===== src/rtl/udi_defs.svh =====
// Purpose: Constants for the divisor latch and interrupt identification block
// Assumes: Byte-wide registers at their printed offsets, one 125 MHz clock
// Notes: Timing and field positions used by the top and baud counter design files
//
// Notes on behaviour
// - With divisor access set, offset 1B1 reaches divisor low latch, else irq enable.
// - With divisor access set, writes at offsets 0 and 1 load divisor latches.
// - With divisor access set, data and irq enable registers cannot be reached.
// - Divisor is held as low and high byte forming one 16-bit value.
// - Writing either divisor latch reloads the baud counter one cycle after the latch updates.
// - Offset 1B2 reads interrupt identification and writes FIFO control.
// - Priority: line status first, received data second, receive timeout third, transmitter empty fourth.
// - Only the highest pending interrupt is presented as current indication.
// - During an identification access the indication holds; new events still latch.
// - Bit 0 reads 0 while any enabled interrupt pends, 1 otherwise.
// - Codes: 110 line status, 100 data, 010 transmitter empty, 001 none.
// - Transmitter empty clears on indicated identification read or holding write.
// - In FIFO mode a receive timeout sets bit 3 with bit 2.
// - Bits 6 and 7 read 1 while FIFOs enabled; bits 4, 5 reserved.
// - FIFO control write: enable, receive clear, transmit clear, trigger level.
// - FIFO clear bits empty the FIFO and clear themselves afterwards.
// - Each interrupt reaches the controller only when enabled; flags still update.
`ifndef UDI_DEFS_SVH
`define UDI_DEFS_SVH

`define UDI_AW 12
`define UDI_OFS_DATA 12'h1B0
`define UDI_OFS_DIVLO 12'h1B1
`define UDI_OFS_IDENT 12'h1B2
`define UDI_OFS_LCR 12'h1B3
`define UDI_OFS_LSTAT 12'h1B5

`define UDI_LCR_DIVSEL 7
`define UDI_IER_RDA 0
`define UDI_IER_TXE 1
`define UDI_IER_LS 2
`define UDI_IER_W 3

`define UDI_FCR_EN 0
`define UDI_FCR_RXCLR 1
`define UDI_FCR_TXCLR 2
`define UDI_FCR_TRG_LO 6
`define UDI_FCR_TRG_HI 7

`define UDI_ID_NONE 4'h1
`define UDI_ID_LS 4'h6
`define UDI_ID_RDA 4'h4
`define UDI_ID_TMO 4'hC
`define UDI_ID_TXE 4'h2

`define UDI_BYTE_RST 8'h00
`define UDI_DIV_RST 16'h0000
`define UDI_IER_RST 3'h0
`define UDI_TRG_RST 2'h0
`define UDI_ZERO2 2'h0

`endif


===== src/rtl/udi_pkg.sv =====
// Purpose: Types shared by the divisor and identification block
// Assumes: Nothing beyond the constants header
// Notes: Interrupt sources in rising order of rank, except that timeout ranks below received data
package udi_pkg;
	typedef enum {
		UDI_SRC_NONE,
		UDI_SRC_TXE,
		UDI_SRC_RDA,
		UDI_SRC_TMO,
		UDI_SRC_LS
	} udi_src_t;
endpackage


===== src/rtl/udi_baud_if.sv =====
// Purpose: Carries divisor, reload strobe and tick between register file and baud counter
// Assumes: Single clock domain
// Notes: load is a one-cycle pulse
`timescale 1ns/1ps
interface udi_baud_if;
	logic [15:0] divisor;
	logic load;
	logic tick;
	modport ctl (output divisor, output load, input tick);
	modport cnt (input divisor, input load, output tick);
endinterface


===== src/rtl/udi_top.sv =====
// Purpose: Divisor latches, irq enable, interrupt identification and FIFO control
// Assumes: Register port with read data one cycle after the strobe
// Notes: Serial shifters and FIFO storage sit outside and join through the ports
`timescale 1ns/1ps
`include "udi_defs.svh"
module udi_top (
	input wire logic mclk_i,
	input wire logic reset_i,
	input wire logic ce_i,
	input wire logic [`UDI_AW-1:0] addr_i,
	input wire logic [7:0] wdata_i,
	input wire logic wr_i,
	input wire logic rd_i,
	output logic [7:0] rdata_o,
	input wire logic [7:0] rx_byte_i,
	input wire logic [7:0] line_status_i,
	input wire logic line_err_i,
	input wire logic rx_ready_i,
	input wire logic rx_timeout_i,
	input wire logic tx_holding_empty_flag_i,
	output logic [7:0] tx_byte_o,
	output logic tx_wr_o,
	output logic rx_rd_o,
	output logic [7:0] line_ctrl_o,
	output logic divisor_access_select_o,
	output logic fifo_enable_bit_o,
	output logic receive_fifo_clear_o,
	output logic transmit_fifo_clear_o,
	output logic [1:0] rx_trigger_o,
	output logic baud_tick_o,
	output logic irq_o
);
	udi_baud_if bif ();

	// ------------------------------
	// Decode
	// ------------------------------
	function automatic logic hit(input logic [`UDI_AW-1:0] a, input logic [`UDI_AW-1:0] ofs);
		hit = (a == ofs);
	endfunction

	function automatic logic [3:0] id_code(input udi_pkg::udi_src_t s);
		case (s)
			udi_pkg::UDI_SRC_LS: id_code = `UDI_ID_LS;
			udi_pkg::UDI_SRC_TMO: id_code = `UDI_ID_TMO;
			udi_pkg::UDI_SRC_RDA: id_code = `UDI_ID_RDA;
			udi_pkg::UDI_SRC_TXE: id_code = `UDI_ID_TXE;
			default: id_code = `UDI_ID_NONE;
		endcase
	endfunction

	logic div_sel;
	logic wr_data;
	logic wr_divlo;
	logic wr_divhi;
	logic wr_ier;
	logic wr_fcr;
	logic rd_ident;
	logic rd_lstat;
	logic rd_rx;

	assign div_sel = line_ctrl_o[`UDI_LCR_DIVSEL];
	assign wr_divhi = wr_i && hit(addr_i, `UDI_OFS_DATA) && div_sel;
	assign wr_divlo = wr_i && hit(addr_i, `UDI_OFS_DIVLO) && div_sel;
	assign wr_data = wr_i && hit(addr_i, `UDI_OFS_DATA) && !div_sel;
	assign wr_ier = wr_i && hit(addr_i, `UDI_OFS_DIVLO) && !div_sel;
	assign wr_fcr = wr_i && hit(addr_i, `UDI_OFS_IDENT);
	assign rd_ident = rd_i && hit(addr_i, `UDI_OFS_IDENT);
	assign rd_lstat = rd_i && hit(addr_i, `UDI_OFS_LSTAT);
	assign rd_rx = rd_i && hit(addr_i, `UDI_OFS_DATA) && !div_sel;

	// ------------------------------
	// Register file
	// ------------------------------
	logic [7:0] dll_ff, nxt_dll;
	logic [7:0] dlm_ff, nxt_dlm;
	logic [`UDI_IER_W-1:0] ier_ff, nxt_ier;
	logic [7:0] lcr_ff, nxt_lcr;
	logic fen_ff, nxt_fen;
	logic [1:0] trg_ff, nxt_trg;
	logic rxclr_ff, nxt_rxclr;
	logic txclr_ff, nxt_txclr;
	logic [7:0] txb_ff, nxt_txb;
	logic txwr_ff, nxt_txwr;
	logic rxrd_ff, nxt_rxrd;
	logic load_ff, nxt_load;

	always_comb begin
		nxt_dll = dll_ff;
		nxt_dlm = dlm_ff;
		nxt_ier = ier_ff;
		nxt_lcr = lcr_ff;
		nxt_fen = fen_ff;
		nxt_trg = trg_ff;
		nxt_rxclr = 1'b0;
		nxt_txclr = 1'b0;
		nxt_txb = txb_ff;
		nxt_txwr = wr_data;
		nxt_rxrd = rd_rx;
		nxt_load = wr_divlo || wr_divhi;
		if (wr_divlo) begin
			nxt_dll = wdata_i;
		end
		if (wr_divhi) begin
			nxt_dlm = wdata_i;
		end
		if (wr_ier) begin
			nxt_ier = wdata_i[`UDI_IER_W-1:0];
		end
		if (wr_data) begin
			nxt_txb = wdata_i;
		end
		if (wr_i && hit(addr_i, `UDI_OFS_LCR)) begin
			nxt_lcr = wdata_i;
		end
		if (wr_fcr) begin
			nxt_fen = wdata_i[`UDI_FCR_EN];
			nxt_trg = {wdata_i[`UDI_FCR_TRG_HI], wdata_i[`UDI_FCR_TRG_LO]};
			nxt_rxclr = wdata_i[`UDI_FCR_RXCLR];
			nxt_txclr = wdata_i[`UDI_FCR_TXCLR];
			// Dropping the enable empties both FIFOs
			if (fen_ff && !wdata_i[`UDI_FCR_EN]) begin
				nxt_rxclr = 1'b1;
				nxt_txclr = 1'b1;
			end
		end
	end

	always_ff @(posedge mclk_i) begin
		if (reset_i) begin
			dll_ff <= `UDI_BYTE_RST;
			dlm_ff <= `UDI_BYTE_RST;
			ier_ff <= `UDI_IER_RST;
			lcr_ff <= `UDI_BYTE_RST;
			fen_ff <= 1'b0;
			trg_ff <= `UDI_TRG_RST;
			rxclr_ff <= 1'b0;
			txclr_ff <= 1'b0;
			txb_ff <= `UDI_BYTE_RST;
			txwr_ff <= 1'b0;
			rxrd_ff <= 1'b0;
			load_ff <= 1'b0;
		end else if (ce_i) begin
			dll_ff <= nxt_dll;
			dlm_ff <= nxt_dlm;
			ier_ff <= nxt_ier;
			lcr_ff <= nxt_lcr;
			fen_ff <= nxt_fen;
			trg_ff <= nxt_trg;
			rxclr_ff <= nxt_rxclr;
			txclr_ff <= nxt_txclr;
			txb_ff <= nxt_txb;
			txwr_ff <= nxt_txwr;
			rxrd_ff <= nxt_rxrd;
			load_ff <= nxt_load;
		end
	end

	assign bif.divisor = {dlm_ff, dll_ff};
	assign bif.load = load_ff && ce_i;

	udi_baud u_baud (
		.mclk_i(mclk_i),
		.reset_i(reset_i),
		.ce_i(ce_i),
		.bif(bif)
	);

	// ------------------------------
	// Interrupt sources
	// ------------------------------
	logic ls_ff, nxt_ls;
	logic txe_ff, nxt_txe;
	logic txe_seen_ff, nxt_txe_seen;
	logic [3:0] ident_ff, nxt_ident;
	logic irq_ff, nxt_irq;
	logic hold_ff, nxt_hold;
	logic txe_set;
	udi_pkg::udi_src_t top_src;

	assign txe_set = tx_holding_empty_flag_i && !txe_seen_ff;

	always_comb begin
		nxt_txe_seen = tx_holding_empty_flag_i;
		// Set wins over clear in both sticky flags
		nxt_ls = line_err_i || (ls_ff && !rd_lstat);
		nxt_txe = txe_set || (txe_ff && !wr_data &&
			!(rd_ident && ident_ff == `UDI_ID_TXE));
		top_src = udi_pkg::UDI_SRC_NONE;
		if (ls_ff && ier_ff[`UDI_IER_LS]) begin
			top_src = udi_pkg::UDI_SRC_LS;
		end else if (rx_ready_i && ier_ff[`UDI_IER_RDA]) begin
			top_src = udi_pkg::UDI_SRC_RDA;
		end else if (rx_timeout_i && fen_ff && ier_ff[`UDI_IER_RDA]) begin
			top_src = udi_pkg::UDI_SRC_TMO;
		end else if (txe_ff && ier_ff[`UDI_IER_TXE]) begin
			top_src = udi_pkg::UDI_SRC_TXE;
		end
		nxt_hold = rd_ident;
		nxt_ident = ident_ff;
		nxt_irq = irq_ff;
		// Freeze the indication through the strobe and its data cycle
		if (!rd_ident && !hold_ff) begin
			nxt_ident = id_code(top_src);
			nxt_irq = (top_src != udi_pkg::UDI_SRC_NONE);
		end
	end

	always_ff @(posedge mclk_i) begin
		if (reset_i) begin
			ls_ff <= 1'b0;
			txe_ff <= 1'b0;
			txe_seen_ff <= 1'b0;
			ident_ff <= `UDI_ID_NONE;
			irq_ff <= 1'b0;
			hold_ff <= 1'b0;
		end else if (ce_i) begin
			ls_ff <= nxt_ls;
			txe_ff <= nxt_txe;
			txe_seen_ff <= nxt_txe_seen;
			ident_ff <= nxt_ident;
			irq_ff <= nxt_irq;
			hold_ff <= nxt_hold;
		end
	end

	// ------------------------------
	// Read data
	// ------------------------------
	logic [7:0] rdata_ff, nxt_rdata;

	always_comb begin
		nxt_rdata = `UDI_BYTE_RST;
		if (rd_i) begin
			case (addr_i)
				`UDI_OFS_DATA: nxt_rdata = div_sel ? dlm_ff : rx_byte_i;
				`UDI_OFS_DIVLO: nxt_rdata = div_sel ? dll_ff : {5'h00, ier_ff};
				`UDI_OFS_IDENT: nxt_rdata = {{2{fen_ff}}, `UDI_ZERO2, ident_ff};
				`UDI_OFS_LCR: nxt_rdata = lcr_ff;
				`UDI_OFS_LSTAT: nxt_rdata = line_status_i;
				default: nxt_rdata = `UDI_BYTE_RST;
			endcase
		end
	end

	always_ff @(posedge mclk_i) begin
		if (reset_i) begin
			rdata_ff <= `UDI_BYTE_RST;
		end else if (ce_i) begin
			rdata_ff <= nxt_rdata;
		end
	end

	// ------------------------------
	// Outputs
	// ------------------------------
	assign rdata_o = rdata_ff;
	assign tx_byte_o = txb_ff;
	assign tx_wr_o = txwr_ff;
	assign rx_rd_o = rxrd_ff;
	assign line_ctrl_o = lcr_ff;
	assign divisor_access_select_o = lcr_ff[`UDI_LCR_DIVSEL];
	assign fifo_enable_bit_o = fen_ff;
	assign receive_fifo_clear_o = rxclr_ff;
	assign transmit_fifo_clear_o = txclr_ff;
	assign rx_trigger_o = trg_ff;
	assign baud_tick_o = bif.tick;
	assign irq_o = irq_ff;
endmodule


===== src/rtl/udi_baud.sv =====
// Purpose: 16-bit baud counter giving one tick per divisor plus one cycles
// Assumes: Divisor already holds clock over sixteen times baud, minus one
// Notes: A load restarts the count at once
`timescale 1ns/1ps
`include "udi_defs.svh"
module udi_baud (
	input wire logic mclk_i,
	input wire logic reset_i,
	input wire logic ce_i,
	udi_baud_if.cnt bif
);
	logic [15:0] cnt_ff;
	logic [15:0] nxt_cnt;
	logic tick_ff;
	logic nxt_tick;

	// ------------------------------
	// Counter
	// ------------------------------
	always_comb begin
		nxt_cnt = cnt_ff;
		nxt_tick = 1'b0;
		if (bif.load) begin
			nxt_cnt = bif.divisor;
		end else if (cnt_ff == `UDI_DIV_RST) begin
			nxt_cnt = bif.divisor;
			nxt_tick = 1'b1;
		end else begin
			nxt_cnt = cnt_ff - 16'h0001;
		end
	end

	always_ff @(posedge mclk_i) begin
		if (reset_i) begin
			cnt_ff <= `UDI_DIV_RST;
			tick_ff <= 1'b0;
		end else if (ce_i) begin
			cnt_ff <= nxt_cnt;
			tick_ff <= nxt_tick;
		end
	end

	assign bif.tick = tick_ff;
endmodule


===== config.mk =====
export PLATFORM = sky130hd
export DESIGN_NAME = udi_top
export DESIGN_NICKNAME = d
export VERILOG_FILES = /design/src/rtl/udi_pkg.sv /design/src/rtl/udi_baud_if.sv /design/src/rtl/udi_top.sv /design/src/rtl/udi_baud.sv
export VERILOG_INCLUDE_DIRS = /design/src /design/src/rtl
export SDC_FILE = /design/constraint.sdc
export NUM_CORES = 1
export LEC_CHECK = 0
export BUFFER_PORTS_ARGS = -buffer_cell sky130_fd_sc_hd__clkbuf_2
export CAP_MARGIN = 25
export CORE_UTILIZATION = 32
export CTS_CLUSTER_SIZE = 40
export DETAILED_ROUTE_END_ITERATION = 16
export SYNTH_ARGS = -nofsm -noshare
export SYNTH_HDL_FRONTEND = slang
export SYNTH_HIERARCHICAL = 1
export SYNTH_SLANG_ARGS = --single-unit

===== constraint.sdc =====
create_clock -name mclk_i -period 2.63 [get_ports mclk_i]
set_input_delay 0.789 -clock mclk_i [delete_from_list [all_inputs] [get_ports mclk_i]]
set_output_delay 0.789 -clock mclk_i [all_outputs]
set_load 0.05 [all_outputs]

* After elaboration in Yosys (flattened, before gate mapping) *
Index checks and enable logic that the tools add are counted.

storage, ports and cells
  word-level logic and storage cells = 94
  flip-flop bits (word level) = 77
  input port bits = 45

operators by class
  eq/ne operators = 10
  multiplexer cells = 17
  add/sub/neg operators = 1
  reduce and logical (&&, ||, !) cells = 45

operators by type and width
  cell                     number
  $eq A32 B2 Y1 const B    2
  $eq A12 B9 Y1 const B    5
  $pmux W8 S5              1
  $eq A32 B1 Y1 const B    1
  $eq A32 B3 Y1 const B    1
  $mux W16                 2
  $reduce_bool A32 Y1      1
  $logic_and A1 B1 Y1      25
  $mux W8                  3
  $logic_not A16 Y1        1
  $pmux W4 S4              1
  $sub A16 B1 Y16 const B  1
  $reduce_and A2 Y1        7
  $logic_not A1 Y1         8
  $mux W1                  7
  $eq A4 B2 Y1 const B     1
  $mux W2                  2
  $logic_or A1 B1 Y1       3
  $mux W3                  1

* Longest topological paths before layout *
Gate-level depths: netlist of run 1.

  depth in word-level cells = 7
  gate-level depth with buffers = 8
  gate-level depth less buffers = 6

* By module *
Netlist of run 1, hierarchy kept.

by module, submodules not included
  module    instances  sequential area each (um2)  cells an instance  area an instance (um2)
  udi_top   1          1201.2                      316                2947.8
  udi_baud  1          340.3                       153                1211.2

* Least setup slack after synthesis of run 1 *
No wires, ideal clock.

  kind = input to register
  start point = in addr_i[9]
  end point = reg lcr_ff[6] (netlist: line_ctrl_o[6])
  arrival time = 2.291 ns
  slack = 0.211 ns
  cell stages on the path = 5
  buffers on the path = 1
  path through = or4b_4 > buf_6 > nor4_4 > mux2i_1 > nor2_1

on the way
  word-level cells in the longest chain between the ends = 3

RTL lines
  element                      line            source
  from (decl)                  udi_top.sv:10   input wire logic [`UDI_AW-1:0] addr_i,
  $eq A12 B9 Y1                udi_top.sv:39   hit = (a == ofs);
  $logic_and A1 B1 Y1          udi_top.sv:113  if (wr_i && hit(addr_i, `UDI_OFS_LCR)) begin
  $reduce_and A2 Y1 (no line)  --
  to (signal assigned)         udi_top.sv:134  lcr_ff <= `UDI_BYTE_RST;
  to (signal assigned)         udi_top.sv:147  lcr_ff <= nxt_lcr;
  to (decl)                    udi_top.sv:78   logic [7:0] lcr_ff, nxt_lcr;

Every way passes these cells.
A chain may end at the register's enable or synchronous reset.

* Final worst setup path of run 1 *
  start point = in addr_i[0]
  end point = reg rdata_ff[5] (netlist: rdata_o[5])

on the way
  word-level cells in the longest chain between the ends = 3
  elaborated cells between the ends (all ways) = 7
  those cells by class = eq/ne (5); mux (2)

RTL lines
  element               line            source
  $eq A12 B9 Y1         udi_top.sv:235  case (addr_i)
  $pmux W8 S5 *         udi_top.sv:235
  $mux W8 *             udi_top.sv:234  if (rd_i) begin
  to (signal assigned)  udi_top.sv:248  rdata_ff <= `UDI_BYTE_RST;
  to (signal assigned)  udi_top.sv:250  rdata_ff <= nxt_rdata;
  to (decl)             udi_top.sv:230  logic [7:0] rdata_ff, nxt_rdata;

Every way passes the cells marked *; elsewhere a longest branch is shown, timed or not.

==> impl_metrics.py, run 1 <==
metrics = {
    "outcome": {
        "status": "completed",
    },
    "layout": {
        "nets": 593,
        "multiInputGateArea_um2": 2390,
        "ff_latch_area_um2": 1540,
        "antenna_cells": 0,
        "drive_above_1_share": 0.261,
        "fill_cells": 1286,
        "area_growth_pct": 23.2,
        "final_util": 0.404,
        "design_area_um2": 5120,
        "fin_cells": 723,
    },
    "global_routing": {
        "grt_pass1_vias": 3790,
        "grt_pass1_wl_um": 19700,
        "grt.total_usage": 0.192,
        "antenna_found_initial": 0,
        "grt_max_degree": 64,
        "grt_overflow": 0,
    },
    "cts": {
        "holdBufCountCts": 0,
        "cts.htree.levels": 3,
        "clkTransAtPathRegs_ns": 0.06,
        "cts_root_buffer": "clkbuf_16",
        "post_cts_buffers": 0,
        "cts_sinks": 77,
        "clk_latency_ns": 0.34,
        "clk_path_buf_depth": 2,
        "cts_tree": "yes",
        "cts_buffers": 9,
        "cts_resized": 0,
    },
    "sta": {
        "setup_viol": 0,
        "slew_violations": 0,
        "hold_viol": 0,
        "period_share": 0.892,
        "worst_pin_slew_ns": 0.603,
        "layout_setup_ws_ns": 0.283,
        "rsz0062_at_grt": "no",
        "slew_headroom": 0.594,
        "setup-tns-final_ns": 0,
        "max_freq_mhz": 426,
        "whs_ns": 0.452,
        "fin_crit_ns": 2.35,
        "skew_ns": 0.00819,
    },
    "logic_synthesis": {
        "netlist_top_cells_area": "dfxtp_1 37%, mux2i_1 11%, nor2_1 4.7%",
        "async_flop_share": 0,
        "synth_cells": 469,
        "yosysMostFrequentCell": "dfxtp_1",
        "synth_edf_count": 0,
        "synth_top_cell_area_share": 0.371,
        "yosys_warnings": 6,
        "synthFlopType": "dfxtp_1",
        "syn_avg_cell_area_um2": 8.87,
        "yosysSeqAreaShare": 0.371,
        "ys_ff_latch": 77,
        "synth_area_leader_cell": "dfxtp_1",
        "yosys.cell_types.count": 67,
        "synth_area_um2": 4160,
        "synth_common_cells": "77 x dfxtp_1, 52 x nor2_1, 46 x mux2i_1",
        "syn_nets": 516,
    },
    "place": {
        "post-place-ws_ns": 0.0436,
        "port_buffers": 78,
        "gp_congestion": 0.868,
        "dp.cells": 707,
        "placed_cell_area_um2": 4780,
        "dp_hpwl_um": 9080,
    },
    "job": {
        "max_cap_violations": 0,
    },
    "drt": {
        "ant_nets": 0,
        "routedWlPerCell_um": 17.2,
        "vias": 3951,
        "viasPerCell": 5.46,
        "finalWirelength_um": 12400,
        "drc": 0,
        "first_iter_violations": 284,
        "first_pass_iters": 5,
    },
    "worst_hold_path": {
        "min-delay-start": "txe_seen_ff",
        "min_to": "txe_ff",
        "hold_class": "reg2reg",
        "holdPathStages": 1,
    },
    "worst_setup_path": {
        "required_ns": 2.88,
        "worstPathMaxFanout": 19,
        "r2r-start": "line_ctrl_o[7]",
        "setup.worst_path.class": "in2reg",
        "cp-end-kind": "flop",
        "crit_arrival_ns": 2.60,
        "start_kind": "primary input",
        "r2r_setup_slack_ns": 0.44,
        "r2r_cells": 4,
        "reg2reg_to": "rdata_o[5]",
    },
    "power_and_ir_drop": {
        "power.total_mw": 4.46,
        "p_per_area_nw_per_um2": 871,
        "ir_worst_vdd_mv": 0.422,
        "static-leakage-power_nw": 2.08,
    },
    "floorplanning": {
        "num_rows": 41,
        "die_h_um": 116,
        "start_util": 0.328,
        "die_area_um2": 13500,
        "die_x_um": 116,
        "core_region_area_um2": 12700,
        "pin_count": 79,
    },
}
worst max path at each step:
stage               startpoint              to  depth (start not counted)
finish               addr_i[0]      rdata_o[5]                          6
CTS                  addr_i[0]      rdata_o[5]                          6
detailed placement   addr_i[0]      rdata_o[5]                          6
global placement     addr_i[0]      rdata_o[5]                          6
global route         addr_i[0]      rdata_o[5]                          6
floorplan            addr_i[9]  line_ctrl_o[6]                          5
worst max-delay path, stage by stage:
cell	delay, ns
clkbuf_2	0.22
buf_4	0.28
or4bb_1	0.41
nor4_1	0.47
a211oi_1	0.20
o21ai_0	0.21
cell usage in the layout (no fill, tap or decap), types with 3 or more instances in the layout:
cell,instances
buf_4,25
o22ai_1,4
nor3b_1,3
o21ai_0,14
mux4_2,3
bufinv_16,3
nand4_1,8
or3_1,4
nor4b_1,4
a222oi_1,3
nor2_1,52
o21ai_1,4
nand4b_1,5
and3_1,5
a211oi_1,6
mux2i_1,46
nand3_1,8
a41oi_1,4
nor2b_1,5
nor3_1,9
a31oi_1,4
nand2b_1,6
nand3b_1,5
clkbuf_16,9
dfxtp_1,77
a32oi_1,5
or3b_2,4
nand2_1,33
or4_1,6
mux2_2,7
nor4_1,15
inv_1,11
clkbuf_2,78
a21oi_1,25
registers in the layout, indices dropped and copies added, names as in the netlist:
register,flops
u_baud/cnt_ff,16
dll_ff,8
dlm_ff,8
line_ctrl_o,8
rdata_o,8
tx_byte_o,8
ident_ff,4
ier_ff,3
rx_trigger_o,2
fifo_enable_bit_o,1
hold_ff,1
irq_o,1
load_ff,1
ls_ff,1
receive_fifo_clear_o,1
rx_rd_o,1
transmit_fifo_clear_o,1
tx_wr_o,1
txe_ff,1
txe_seen_ff,1
u_baud/bif.tick,1
final cells by class:
| class | instances | share of cell area |
|---|---|---|
| clock buffer | 11 | 0.0454 |
| multi-input combinational | 343 | 0.466 |
| tap | 172 | 0.0420 |
| timing repair buffer | 104 | 0.117 |
| inverter | 11 | 0.00806 |
| sequential | 77 | 0.301 |
| clock inverter | 5 | 0.0210 |
kinds of logic (layout without fill, tap and decap cells):
| group | after synthesis | in the layout | synth area share |
|---|---|---|---|
| compound gates | 95 | 95 | 0.158 |
| fa+ha+maj | 2 | 2 | 0.00602 |
| buf+inv | 49 | 131 | 0.0569 |
| flops | 77 | 77 | 0.371 |
| mux | 56 | 56 | 0.146 |
| simple gates | 190 | 190 | 0.262 |
layer usage:
layer	GRT usage	part of all wire
met5	0	0
met3	0.0371	0.063
met2	0.323	0.49
met1	0.247	0.43
met4	0.0632	0.016
power breakdown:
part           total, mW  switching (mW)  leakage, nW  internal (mW)
Combinational       1.61           0.909         1.29          0.696
Clock               1.44           0.503        0.164          0.933
Sequential          1.42           0.140        0.624           1.28
Total               4.46            1.55         2.08           2.91
No activity file was read; power rests on OpenSTA's default activity.
==> run 2: changes to the inputs <==
--- a/config.mk
+++ b/config.mk
@@ -6,11 +6,12 @@
 export SDC_FILE = /design/constraint.sdc
 export NUM_CORES = 1
 export LEC_CHECK = 0
-export BUFFER_PORTS_ARGS = -buffer_cell sky130_fd_sc_hd__clkbuf_2
 export CAP_MARGIN = 25
 export CORE_UTILIZATION = 32
 export CTS_CLUSTER_SIZE = 40
 export DETAILED_ROUTE_END_ITERATION = 16
+export DONT_BUFFER_PORTS = 1
+export MAX_ROUTING_LAYER = met4
 export SYNTH_ARGS = -nofsm -noshare
 export SYNTH_HDL_FRONTEND = slang
 export SYNTH_HIERARCHICAL = 1
==> impl_metrics.py, run 2 (same netlist as run 1, synthesis figures left out) <==
metrics = {
    "layout": {
        "final_cell_mix": "76 x dfxtp_1, 52 x nor2_1, 46 x mux2i_1",
        "design_area_um2": 4620,
        "antenna_cells": 0,
        "largest_reg_flops": 16,
        "area_growth_pct": 11.2,
        "final_common_cell": "dfxtp_1",
        "drive_above_1_share": 0.120,
        "top_register": "u_baud/cnt_ff",
        "nets": 502,
    },
    "sta": {
        "setup_viol": 0,
        "slew_violations": 0,
        "slew_headroom": 0.496,
        "worst_pin_slew_ns": 0.756,
        "setup-tns-final_ns": 0,
        "max_freq_mhz": 437,
        "period_share": 0.869,
        "skew_ns": 0.00550,
        "fin_crit_ns": 2.29,
        "rsz0062_at_grt": "no",
        "hold_viol": 0,
    },
    "global_routing": {
        "grt_max_degree": 74,
        "antenna_found_initial": 0,
        "grt_overflow": 0,
        "grt_pass1_wl_um": 19200,
        "grt.total_usage": 0.194,
        "grt_pass1_vias": 3487,
    },
    "worst_setup_path": {
        "worstPathMaxFanout": 11,
        "worst_path_dominant_cell_family": "compound AO/OA/AOI/OAI gates",
        "crit_arrival_ns": 2.52,
        "start_kind": "flop",
        "setup.worst_path.class": "reg2reg",
        "slowest_stage": "or4_4",
        "worst-path-buf-inv": 1,
        "slowest_delay_ns": 0.64,
        "required_ns": 2.87,
        "cp-end-kind": "flop",
        "cp_cell_sequence": "or4_4 > o41ai_4 > buf_4 > o21ai_1 > a221oi_1",
    },
    "cts": {
        "cts_tree": "yes",
        "cts.htree.levels": 3,
        "cts_root_buffer": "clkbuf_16",
        "clkTransAtPathRegs_ns": 0.06,
        "holdBufCountCts": 0,
        "clk_path_buf_depth": 2,
        "clk_latency_ns": 0.34,
        "cts_sinks": 77,
        "cts_buffers": 9,
        "post_cts_buffers": 0,
        "cts_resized": 0,
    },
    "drt": {
        "routedWlPerCell_um": 19.4,
        "vias": 3616,
        "drc": 0,
        "viasPerCell": 5.72,
        "first_iter_violations": 257,
        "first_pass_iters": 4,
        "ant_nets": 0,
        "finalWirelength_um": 12200,
    },
    "floorplanning": {
        "pin_count": 79,
        "die_h_um": 116,
        "num_rows": 41,
        "die_x_um": 116,
        "core_region_area_um2": 12700,
        "start_util": 0.328,
        "die_area_um2": 13500,
    },
    "power_and_ir_drop": {
        "p_per_area_nw_per_um2": 942,
        "static-leakage-power_nw": 1.67,
        "cell_internal_pwr_mw": 2.85,
        "netSwitchingPower_mw": 1.51,
        "p_clk_frac": 0.328,
        "sequentialPowerShare": 0.332,
        "ir_worst_vdd_mv": 0.431,
        "swShare": 0.346,
        "comb_power_share": 0.340,
        "power.total_mw": 4.36,
    },
    "place": {
        "placed_cell_area_um2": 4280,
        "dp_hpwl_um": 8690,
        "gp_congestion": 0.895,
        "port_buffers": 0,
    },
    "worst_hold_path": {
        "hold_class": "reg2reg",
    },
    "outcome": {
        "status": "completed",
    },
    "job": {
        "max_cap_violations": 0,
    },
}
## run 2: cell count changes in the layout (fill, tap and decap cells not counted), sizes merged
cell and delta:
buf -13, clkbuf -79, clkinvlp +1, clkinv +1, inv -1
## run 2: path summary, 6_finish.rpt
check,start,endpoint,slack (ns),cells past startpoint
max,u_baud/cnt_ff[7],u_baud/cnt_ff[15],0.34,5
min reg2reg,txe_seen_ff,txe_ff,0.45,1
max reg2reg,u_baud/cnt_ff[7],u_baud/cnt_ff[15],0.34,5
min,txe_seen_ff,txe_ff,0.45,1
## run 2: worst reg2reg max path: cells and delay by family (launching register included)
family	cells	cell delay [ns]
buffers and inverters	1	0.28
AOI/OAI and AO/OA	3	0.88
and+or+nand+nor	1	0.64
DFF	1	0.39
## run 2: layer usage
layer,track usage,part of all wire,routed length [um]
met1,0.229,0.43,5300
met2,0.311,0.48,5900
met3,0.0481,0.060,731
met4,0.0880,0.026,316
met5,-,0,0
## run 2: area by class of cell
cell class                 count  area (um^2)
sequential                    77         1540
fill                        1293         8050
clock inverter                 6          111
timing repair buffer          13         97.6
multi-input combinational    343         2390
clock buffer                  10          229
tap                          172          215
inverter                      11         41.3
## run 2: metrics by stage
stage          hold slack (ns)  utilization  setup WS, ns  std cells
5_1_grt                  0.477        0.365         0.270        632
4_1_cts                  0.457        0.365         0.355        632
3_3_place_gp             0.432        0.338         0.243        616
2_1_floorplan            0.422            -         0.211        469
3_5_place_dp             0.449        0.338         0.223        616
6_report                 0.451        0.365         0.344        632
## run 2: power by group through the flow
stage | clock [mW] | sequential, mW | combinational [mW]
floorplan | 0 | 1.41 | 1.20
global placement | 0 | 1.46 | 1.43
detailed placement | 0 | 1.47 | 1.44
CTS | 1.45 | 1.44 | 1.45
global route | 1.50 | 1.47 | 1.62
finish | 1.43 | 1.45 | 1.48
